File: config.mk
export PLATFORM = sky130hd
export DESIGN_NAME = hie_irq_enable_mask
export DESIGN_NICKNAME = d
export VERILOG_FILES = /design/src/rtl/hie_pkg.sv /design/src/rtl/hie_irq_enable_mask.sv
export SDC_FILE = /design/constraint.sdc
export NUM_CORES = 1
export LEC_CHECK = 0
export BUFFER_PORTS_ARGS = -buffer_cell sky130_fd_sc_hd__buf_2
export CAP_MARGIN = 30
export CORE_ASPECT_RATIO = 0.8
export CORE_UTILIZATION = 38
export DETAILED_ROUTE_END_ITERATION = 16
export HOLD_SLACK_MARGIN = 0.02
export PLACE_DENSITY = 0.88
export SETUP_SLACK_MARGIN = 0.15
export SKIP_CTS_REPAIR_TIMING = 1
export SYNTH_ARGS = -nofsm -noshare
export SYNTH_HDL_FRONTEND = slang
export SYNTH_SLANG_ARGS = --single-unit
File: constraint.sdc
create_clock -name core_clk -period 1.2 [get_ports core_clk]
set_input_delay 0.18 -clock core_clk [delete_from_list [all_inputs] [get_ports core_clk]]
set_output_delay 0.18 -clock core_clk [all_outputs]
set_load 0.01 [all_outputs]
File: src/rtl/hie_pkg.sv
package hie_pkg;

  // Command codes on the shared parallel bus; bit 7 marks a write
  localparam logic [7:0] CMD_STATUS_RD = 8'h03;
  localparam logic [7:0] CMD_STATUS_WR = 8'h83;
  localparam logic [7:0] CMD_SET_VIEW_RD = 8'h04;
  localparam logic [7:0] CMD_SET_VIEW_WR = 8'h84;
  localparam logic [7:0] CMD_CLR_VIEW_RD = 8'h05;
  localparam logic [7:0] CMD_CLR_VIEW_WR = 8'h85;

  // Bit positions of both enable views; all but bit 31 also in the status word
  localparam int BIT_MASTER_IRQ_ENABLE = 31;
  localparam int BIT_ROOT_HUB_CHANGE = 6;
  localparam int BIT_FRAME_NUMBER_OVERFLOW = 5;
  localparam int BIT_UNRECOVERABLE_ERROR = 4;
  localparam int BIT_RESUME_DETECTED = 3;
  localparam int BIT_START_OF_FRAME = 2;
  localparam int BIT_SCHED_OVERRUN = 0;

  // Implemented bits: six events, plus the master enable in the mask
  localparam logic [31:0] EVENT_BITS = 32'h0000_007D;
  localparam logic [31:0] MASK_BITS = 32'h8000_007D;

  // Reset values
  localparam logic [31:0] MASK_RESET = 32'h0000_0000;
  localparam logic [31:0] STATUS_RESET = 32'h0000_0000;
  localparam logic [31:0] READ_IDLE = 32'h0000_0000;

  // One bus command, valid for a single cycle
  typedef struct packed {
    logic valid;
    logic [7:0] code;
    logic [31:0] wdata;
  } hie_cmd_t;

  // Read answer
  typedef struct packed {
    logic valid;
    logic [31:0] data;
  } hie_rsp_t;

  // Event sources from frame, root-hub and error logic
  typedef struct packed {
    logic root_hub_change;
    logic frame_msb;
    logic unrecoverable_error;
    logic resume_detected;
    logic start_of_frame;
    logic sched_overrun;
  } hie_event_t;

endpackage

File: src/rtl/hie_irq_enable_mask.sv
`timescale 1ns/1ps

// Notes on behaviour
// - Interrupt needs status, enable and master enable
// - Enable bit matches status bit position
// - Set view: ones set, zeros keep
// - Set view read returns enable mask
// - Clear view: ones clear, zeros keep
// - Clear view read returns same mask
// - Bit 31 set view: one enables master
// - Bit 31 clear view: one disables master
// - Master enable resets to zero
// - Event enable positions 6,5,4,3,2,0
// - Other mask bits reserved, no effect
// - Set view codes 04H read, 84H write
// - Clear view codes 05H read, 85H write
// - Clear view positions match set view
// - Hardware sets status, software clears ones
// - Frame overflow on counter MSB change
// - Start of frame flagged each frame
module hie_irq_enable_mask
  import hie_pkg::*;
(
  // Clock and reset
  input wire logic core_clk,
  input wire logic sys_rst,
  input wire logic soft_rst,
  // Bus command and read answer
  input wire hie_cmd_t cmd,
  output hie_rsp_t rsp,
  // Event sources
  input wire hie_event_t events,
  // Interrupt request towards the host bus
  output logic irq_req,
  output logic [31:0] enable_mask,
  output logic [31:0] event_status
);

  ////////////////////////////////////////////////////////////////////////
  // State

  typedef struct packed {
    logic [31:0] mask;
    logic [31:0] status;
    logic fmsb_prev;
    logic fmsb_seen;
    hie_rsp_t rsp;
  } hie_state_t;

  hie_state_t st_ff;
  hie_state_t nxt_st;

  // Code match on a valid command
  function automatic logic cmd_is(input hie_cmd_t c, input logic [7:0] code);
    cmd_is = c.valid && (c.code == code);
  endfunction

  ////////////////////////////////////////////////////////////////////////
  // Next state

  // Event set pulses for this cycle
  logic [31:0] ev_set;
  logic fmsb_toggle;

  always_comb begin
    // Only a change seen after the first sampled cycle counts as overflow
    fmsb_toggle = st_ff.fmsb_seen && (events.frame_msb != st_ff.fmsb_prev);
    ev_set = '0;
    ev_set[BIT_ROOT_HUB_CHANGE] = events.root_hub_change;
    ev_set[BIT_FRAME_NUMBER_OVERFLOW] = fmsb_toggle;
    ev_set[BIT_UNRECOVERABLE_ERROR] = events.unrecoverable_error;
    ev_set[BIT_RESUME_DETECTED] = events.resume_detected;
    ev_set[BIT_START_OF_FRAME] = events.start_of_frame;
    ev_set[BIT_SCHED_OVERRUN] = events.sched_overrun;
  end

  always_comb begin
    nxt_st = st_ff;
    nxt_st.fmsb_prev = events.frame_msb;
    nxt_st.fmsb_seen = 1'b1;
    nxt_st.rsp.valid = 1'b0;
    nxt_st.rsp.data = READ_IDLE;

    // Set view: ones set, reserved bits never stored
    if (cmd_is(cmd, CMD_SET_VIEW_WR)) begin
      nxt_st.mask = st_ff.mask | (cmd.wdata & MASK_BITS);
    end else if (cmd_is(cmd, CMD_CLR_VIEW_WR)) begin
      nxt_st.mask = st_ff.mask & ~(cmd.wdata & MASK_BITS);
    end

    // Status: software write-one-to-clear, hardware set wins in the same cycle
    if (cmd_is(cmd, CMD_STATUS_WR)) begin
      nxt_st.status = (st_ff.status & ~(cmd.wdata & EVENT_BITS)) | ev_set;
    end else begin
      nxt_st.status = st_ff.status | ev_set;
    end

    // Reads answer one cycle later; both views show the one mask
    if (cmd_is(cmd, CMD_SET_VIEW_RD)) begin
      nxt_st.rsp.valid = 1'b1;
      nxt_st.rsp.data = st_ff.mask;
    end else if (cmd_is(cmd, CMD_CLR_VIEW_RD)) begin
      nxt_st.rsp.valid = 1'b1;
      nxt_st.rsp.data = st_ff.mask;
    end else if (cmd_is(cmd, CMD_STATUS_RD)) begin
      nxt_st.rsp.valid = 1'b1;
      nxt_st.rsp.data = st_ff.status;
    end else if (cmd.valid && !cmd.code[7]) begin
      // Unknown read code still answers, with zero, so the bus never hangs
      nxt_st.rsp.valid = 1'b1;
    end
  end

  ////////////////////////////////////////////////////////////////////////
  // Registers

  // Hardware and software reset both clear mask and status.
  // The master enable comes out of reset cleared, so no request can
  // reach the host before software has written the set view once.
  // Trade-off: a driver that relies on the master enable being set
  // after reset must write bit 31 itself.
  always_ff @(posedge core_clk) begin
    if (sys_rst || soft_rst) begin
      st_ff.mask <= MASK_RESET;
      st_ff.status <= STATUS_RESET;
      st_ff.fmsb_prev <= 1'b0;
      st_ff.fmsb_seen <= 1'b0;
      st_ff.rsp.valid <= 1'b0;
      st_ff.rsp.data <= READ_IDLE;
    end else begin
      st_ff <= nxt_st;
    end
  end

  ////////////////////////////////////////////////////////////////////////
  // Outputs

  // Request is combinational from registered state so clears take effect at once
  assign irq_req = st_ff.mask[BIT_MASTER_IRQ_ENABLE] && |(st_ff.status & st_ff.mask & EVENT_BITS);
  assign rsp = st_ff.rsp;
  assign enable_mask = st_ff.mask;
  assign event_status = st_ff.status;
endmodule

==> flow_summary.toml, run 1 <==
[status]
status = "finished, violations left"
violations = "negative setup slack"

[floorplan]
core_mm2 = 0.00420
die_area_mm2 = 0.00469
ios = 148
rows = 21
die_h_um = 61.5
die_w_um = 76.3
start_util = 0.399

[clock_network]
cts_tree = "done"
clock_latency_ns = 0.26
clkSinkCount = 23
clock_path_buffers = 2
clk_pin_slew_ns = 0.08
htree_levels = 1
cts_root_buf = "clkbuf_8"
cts_buffers = 3

[logic_synthesis]
synth_cells = 196
syn-cell-area_mm2 = 0.00168
synth_warnings = 0
synth-seq-cells = 23
yosysUniqueCellTypes = 26
yosys.area.top_type_share = 0.438
yosysTopAreaCell = "buf_4"
synth_area_leaders = "buf_4 44%, dfxtp_1 27%, mux2i_1 4.2%"
avgSynthCellArea_um2 = 8.57
ys_seq_area_frac = 0.274
ys_top_cells_by_count = "98 x buf_4, 23 x dfxtp_1, 10 x nand2_1"
yosysMostFrequentCell = "buf_4"
synth_edf_count = 0
async_flop_share = 0
synth_flop_cell = "dfxtp_1"

[placed_design]
detailed_place_hpwl_um = 2290
port_buffers = 46
gp_congestion = 0.769

[critical_path]
crit_type = "flip-flop to output port"
worst_path_max_delay_cell = "dfxtp_2"
cp_max_fo = 3
end_kind = "output port"
crit_path_max_incr_delay_ns = 0.34
crit_chain = "a22oi_2 > a31oi_1 > buf_2"
startpoint_type = "flip-flop"
cp.required_ns = 1.02
worstPathArrival_ns = 1.05

[detailed_routing]
ant_nets = 0
avgRoutedWirePerCell_um = 10.5
drtPass1Iterations = 4
drt-total-wl_um = 2970
dr.first_iter.drc_count = 42
drc = 0
viasPerCell = 3.88
vias = 1099

[timing]
postLayoutSetupSlackWorst_ns = -0.0250
finalHoldViolCount = 0
fin_crit_sh = 1.02
min_period_ns = 1.23
setup_tns_ns = -0.0250
fin_skew_ns = 0.00111
setup_viol = 1
slew_viol_final = 0
fmax_ghz = 0.816
rsz0062_at_grt = "yes"
hold_slack_ns = 0.101

[grt]
grt_use_total = 0.119
grt_first_pass_wirelength_um = 4310
grt-ovfl-total = 0
grt_pass1_vias = 924
antenna_found_initial = 0
grt_start_max_net_pins = 15

[power]
p_per_area_mw_per_mm2 = 917
design_power_total_w = 0.00151
vdd_ir_drop_max_mv = 0.421
p_leak_nw = 0.875

[finish]
nets = 277
antenna-diode-count = 0
area_growth_pct = -2.09
drive_above_1_share = 0.336
fin_util = 0.391

[hold_path]
hold_path.class = "primary input to flip-flop"

[run]
max_cap_violations = 0
-- layout make-up --
class	count	area, um2
tap	57	71.3
fill	455	2560
multi-input combinational	139	728
clock buffer	4	45.0
inverter	7	26.3
sequential	23	474
timing repair buffer	53	299
-- power breakdown --
| group | total (W) | internal, W | switching, W |
|---|---|---|---|
| clock | 0.000472 | 0.000237 | 0.000235 |
| sequential | 0.000788 | 0.000777 | 0.0000109 |
| combinational | 0.000248 | 0.0000652 | 0.000182 |
| total | 0.00151 | 0.00108 | 0.000429 |
-- kinds of logic after synthesis --
group           count (synthesis)  share of synthesized area
xor+xnor                        1                    0.00522
simple gates                   33                      0.118
mux                             7                     0.0417
flops                          23                      0.274
other cells                     1                    0.00223
buf+inv                       109                      0.469
compound gates                 22                     0.0894
-- cells in the final DEF (no fill, tap or decap), types with 2 or more instances in the layout --
cell type	instances
and2_1	2
a22oi_1	7
a31oi_1	6
dfxtp_2	11
buf_4	6
o21ai_0	5
conb_1	76
clkbuf_8	3
buf_6	3
nor2_1	7
buf_2	44
mux2i_1	7
dfxtp_1	12
nand4_1	7
a22oi_2	2
inv_1	6
nand2_1	10
-- stage by stage --
| stage | instance area (um2) | worst slack [ns] | std cells |
|---|---|---|---|
| 2_1_floorplan | 1970 | 0.159 | 271 |
| 3_3_place_gp | 1550 | 0.0983 | 278 |
| 3_5_place_dp | 1550 | 0.0945 | 278 |
| 4_1_cts | 1600 | -0.108 | 282 |
| 5_1_grt | 1640 | -0.0787 | 283 |
| 6_report | 1640 | -0.0250 | 283 |
-- worst paths after layout --
path | from | end | slack (ns) | cells past startpoint
setup / recovery | flip-flop | irq_req | -0.03 | 3
hold reg to reg | flip-flop | rsp[31] | 0.47 | 2
setup reg to reg | st_ff[34] | event_status[5] | 0.27 | 3
hold / removal | cmd[39] | rsp[32] | 0.10 | 2
-- metal layers --
| metal | vias to the layer above | wire length, um | GRT usage |
|---|---|---|---|
| met5 | - | 0 | 0 |
| li1 | 533 | - | - |
| met1 | 502 | 1200 | 0.137 |
| met2 | 62 | 1450 | 0.205 |
| met4 | 0 | 12 | 0.0330 |
| met3 | 2 | 308 | 0.0548 |
-- worst max-delay path, delay by kind of cell, from the launching register on --
family          cells  cell delay (ns)
flops               1             0.34
buf+inv             1             0.15
compound gates      2             0.30
Power figures use the tool's default switching activity.
==> run 2, diff against run 1 <==
- SETUP_SLACK_MARGIN: 0.15 -> unset
==> run 2 against run 1 <==
  * The flow still finishes with violations (negative setup slack)
  * Clock skew about the same
  * Sequential share of layout area rose by 0.74 points
  * Wire length down 3.4%
  * Final area decreased by 2.5%
  * Fmax is 1.6% lower
  * Flip-flop and latch count stayed put
  * Power fell by 0.65%
  * Via count increased by 0.82%
  * Global-route usage down 0.14 points
  * Final cell count decreased by 0.71%
  * Register-to-register slack gained 0.02 ns
  * Critical path type unchanged
  * Largest cell class unchanged
  * Largest power group unchanged
  * Highest routed layer unchanged
==> flow_summary.toml, run 2 (same netlist as run 1, synthesis figures left out) <==
[finish]
final_common_cell = "conb_1"
layout_common_cells = "76 x conb_1, 46 x buf_2, 12 x dfxtp_1, 11 x dfxtp_2, 10 x nand2_1"
antenna-diode-count = 0
multi_input_area_um2 = 718
ff_latch_area_um2 = 474
finalNonFillerCells = 281
nets = 275
drive_above_1_share = 0.321
area_growth_pct = -4.55
n_fill_cell = 464
fin_util = 0.381

[clock_network]
clkSinkCount = 23
htree_levels = 1
cts_buffers = 3
cts_tree = "done"
clock_path_buffers = 2
cts_root_buf = "clkbuf_8"
clock_latency_ns = 0.26
clk_pin_slew_ns = 0.07

[detailed_routing]
drtPass1Iterations = 4
ant_nets = 0
viasPerCell = 3.94
drt-total-wl_um = 2870
avgRoutedWirePerCell_um = 10.2
vias = 1108
dr.first_iter.drc_count = 50
drc = 0

[power]
vdd_ir_drop_max_mv = 0.355
p_int_w = 0.00108
p_clk_frac = 0.313
sw_frac_of_total = 0.282
seq_power_share = 0.526
p_per_area_mw_per_mm2 = 934
p_comb_frac = 0.162
power.net_switching_w = 0.000422
p_leak_nw = 0.864

[hold_path]
hp-start = "cmd[39]"
holdPathEnd = "rsp[32]"
min_path_cells = 2
hold_path.class = "primary input to flip-flop"

[timing]
min_period_ns = 1.24
fin_skew_ns = 0.000917
slew_viol_final = 0
fmax_ghz = 0.803
postLayoutSetupSlackWorst_ns = -0.0446
rsz0062_at_grt = "yes"
setup_tns_ns = -0.0446
setup_viol = 1
fin_crit_sh = 1.04
finalHoldViolCount = 0
hold_slack_ns = 0.0987

[grt]
grt_first_pass_wirelength_um = 4210
grt_use_total = 0.118
grt-ovfl-total = 0
antenna_found_initial = 0
grt_pass1_vias = 925
grt_start_max_net_pins = 15

[placed_design]
placed_cells = 277
detailed_place_hpwl_um = 2270
port_buffers = 46
gp_congestion = 0.743
post-place-ws_ns = -0.00232

[run]
max_cap_violations = 0

[floorplan]
ios = 148
die_area_mm2 = 0.00469
rows = 21
die_h_um = 61.5
core_mm2 = 0.00420
die_w_um = 76.3
start_util = 0.399

[critical_path]
end_kind = "output port"
cp_max_fo = 4
rr_endpoint = "event_status[5]"
crit_type = "flip-flop to output port"
startpoint_type = "flip-flop"
cp.required_ns = 1.02
rr_worst_depth = 3
timing.rr.start = "st_ff[34]"
rrSetupSlack_ns = 0.29
worstPathArrival_ns = 1.06

[status]
status = "finished, violations left"
violations = "negative setup slack"
-- run 2: changes by cell type in the layout (fill, tap and decap cells not counted) --
cell,previous run,this run
buf_4,6,5
buf_6,3,0
and3_4,1,0
a22oi_1,7,8
buf_2,44,46
and3_1,0,1
a22oi_2,2,1
-- run 2: worst max-delay path by stage --
stage	to	cells past startpoint	slack, ns	from
2_1_floorplan	event_status[5]	5	0.14	cmd[40]
3_3_place_gp	event_status[5]	4	-0.006	cmd[34]
3_5_place_dp	event_status[5]	4	-0.002	cmd[34]
4_1_cts	irq_req	3	-0.13	flip-flop
5_1_grt	irq_req	3	-0.11	event_status[4]
6_report	irq_req	3	-0.04	event_status[4]
-- run 2: layer usage --
layer	GRT usage	part of all wire	vias to the layer above
met4	0.0577	0.013	0
met2	0.207	0.47	71
met5	0	0	-
met3	0.0474	0.12	5
li1	-	-	527
met1	0.128	0.39	505
-- run 2: through the flow --
stage	area, um2	power [W]
2_1_floorplan	1960	0.00116
3_3_place_gp	1540	0.00104
3_5_place_dp	1540	0.00104
4_1_cts	1580	0.00151
5_1_grt	1600	0.00158
6_report	1600	0.00150
-- run 2: critical path: stages (launching register included) --
cell	delay, ns
dfxtp_2	0.34
a22oi_2	0.20
a31oi_1	0.11
buf_2	0.15
-- run 2: power groups by stage --
| stage | Sequential (W) | Clock [W] | Combinational, W |
|---|---|---|---|
| finish | 0.000788 | 0.000468 | 0.000242 |
| global route | 0.000789 | 0.000517 | 0.000271 |
| floorplan | 0.000801 | 0 | 0.000358 |
| CTS | 0.000785 | 0.000487 | 0.000237 |
| global placement | 0.000803 | 0 | 0.000234 |
| detailed placement | 0.000803 | 0 | 0.000237 |
-- run 2: cell type report --
type / count / area share
Sequential cell: 23 / 0.296
Inverter: 7 / 0.0164
Timing Repair Buffer: 51 / 0.167
Clock buffer: 4 / 0.0281
Multi-Input combinational cell: 139 / 0.448
Tap cell: 57 / 0.0445
==> run 3, diff against run 2 <==
- GPL_ROUTABILITY_DRIVEN: unset -> 0
- clock period: 1.2 -> 1.16 ns (I/O delays scaled with it)
==> run 3 against run 2 <==
  * The run still ends with negative setup slack left
  * Final area rose by 2.6%
  * Final cell count rose by 1.8%
  * Sequential power rose by 3.0%
  * Clock skew rose by 0.0036 ns
  * Non-clock buffer count rose by 5
  * Core utilization rose by 0.98 points
  * Register-to-register slack got worse by 0.11 ns
==> flow_summary.toml, run 3 (same netlist as run 1, synthesis figures left out) <==
[status]
status = "finished, violations left"
violations = "negative setup slack"

[floorplan]
die_area_mm2 = 0.00469
core_mm2 = 0.00420
die_w_um = 76.3
start_util = 0.399
die_h_um = 61.5
rows = 21
ios = 148

[clock_network]
clock_latency_ns = 0.26
cts_buffers = 3
clock_path_buffers = 2
cts_tree = "done"
clkSinkCount = 23
clk_pin_slew_ns = 0.08
htree_levels = 1
cts_root_buf = "clkbuf_8"

[detailed_routing]
avgRoutedWirePerCell_um = 10.1
vias = 1140
drtPass1Iterations = 4
ant_nets = 0
viasPerCell = 3.99
drc = 0
dr.first_iter.drc_count = 58
drt-total-wl_um = 2890

[critical_path]
worst_path_max_delay_cell = "dfxtp_4"
startpoint_type = "flip-flop"
rr_endpoint = "event_status[5]"
crit_type = "flip-flop to output port"
cp_num_buf_inv = 1
end_kind = "output port"
rrSetupSlack_ns = 0.18
cp_top_family = "flip-flops"
crit_chain = "a22oi_2 > a31oi_1 > buf_2"
cp_max_fo = 4
worstPathArrival_ns = 1.06
cp.required_ns = 0.99
timing.rr.start = "st_ff[34]"
rr_worst_depth = 3
crit_path_max_incr_delay_ns = 0.36

[power]
seq_power_share = 0.522
p_leak_nw = 0.894
p_int_w = 0.00111
design_power_total_w = 0.00156
p_comb_frac = 0.163
vdd_ir_drop_max_mv = 0.419
p_clk_frac = 0.315
p_per_area_mw_per_mm2 = 946
power.net_switching_w = 0.000449
sw_frac_of_total = 0.288

[timing]
rsz0062_at_grt = "yes"
hold_slack_ns = 0.0956
postLayoutSetupSlackWorst_ns = -0.0697
slew_viol_final = 0
finalHoldViolCount = 0
fin_skew_ns = 0.00450
setup_viol = 1
min_period_ns = 1.23
fin_crit_sh = 1.06
fmax_ghz = 0.813

[finish]
final_area_mm2 = 0.00164
nets = 280
antenna-diode-count = 0
n_fill_cell = 446
drive_above_1_share = 0.341
layout_common_cells = "76 x conb_1, 46 x buf_2, 12 x dfxtp_1"
final_common_cell = "conb_1"
area_growth_pct = -2.09

[placed_design]
placed_area_mm2 = 0.00156
port_buffers = 46
detailed_place_hpwl_um = 2330

[hold_path]
holdPathEnd = "rsp[32]"
min_path_cells = 2
hp-start = "cmd[39]"
hold_path.class = "primary input to flip-flop"

[grt]
grt_start_max_net_pins = 15
grt_use_total = 0.122
antenna_found_initial = 0
grt_pass1_vias = 958
grt_first_pass_wirelength_um = 4400
grt-ovfl-total = 0

[run]
max_cap_violations = 0
run 3: per-stage QoR:
stage	cells	util	setup slack, ns	setup TNS (ns)
floorplan	271	-	0.102	0
CTS	284	0.382	-0.131	-0.131
global route	286	0.391	-0.109	-0.109
finish	286	0.391	-0.0697	-0.0697
global placement	280	0.371	0.0320	0
detailed placement	280	0.371	-0.00773	-0.00773
run 3: power groups by stage:
stage	combinational [W]	sequential [W]	clock (W)
2_1_floorplan	0.000371	0.000829	0
3_3_place_gp	0.000241	0.000830	0
6_report	0.000254	0.000812	0.000489
3_5_place_dp	0.000244	0.000831	0
4_1_cts	0.000245	0.000812	0.000495
5_1_grt	0.000287	0.000814	0.000533
run 3: how the worst max path moves through the flow:
stage                         start  depth (start not counted)              end
after global routing      flip-flop                          3          irq_req
after detailed placement    cmd[33]                          5  event_status[5]
final                     flip-flop                          3          irq_req
after global placement      cmd[34]                          5  event_status[0]
after floorplan             cmd[40]                          5  event_status[5]
after CTS                 flip-flop                          3          irq_req
run 3: per-layer routing:
metal | vias up | share of wire | routed length [um] | track usage
met3 | 6 | 0.10 | 292 | 0.0444
met5 | - | 0 | 0 | 0
met1 | 533 | 0.41 | 1180 | 0.132
met4 | 0 | 0.015 | 42 | 0.0440
li1 | 537 | - | - | -
met2 | 64 | 0.48 | 1370 | 0.227
run 3: final cells by class:
cell class | instances | area [um2] | area share
clock inverter | 1 | 5.00 | 0.00304
multi-input combinational | 139 | 718 | 0.437
sequential | 23 | 477 | 0.290
inverter | 7 | 26.3 | 0.0160
timing repair buffer | 56 | 305 | 0.186
tap | 57 | 71.3 | 0.0434
clock buffer | 3 | 41.3 | 0.0251
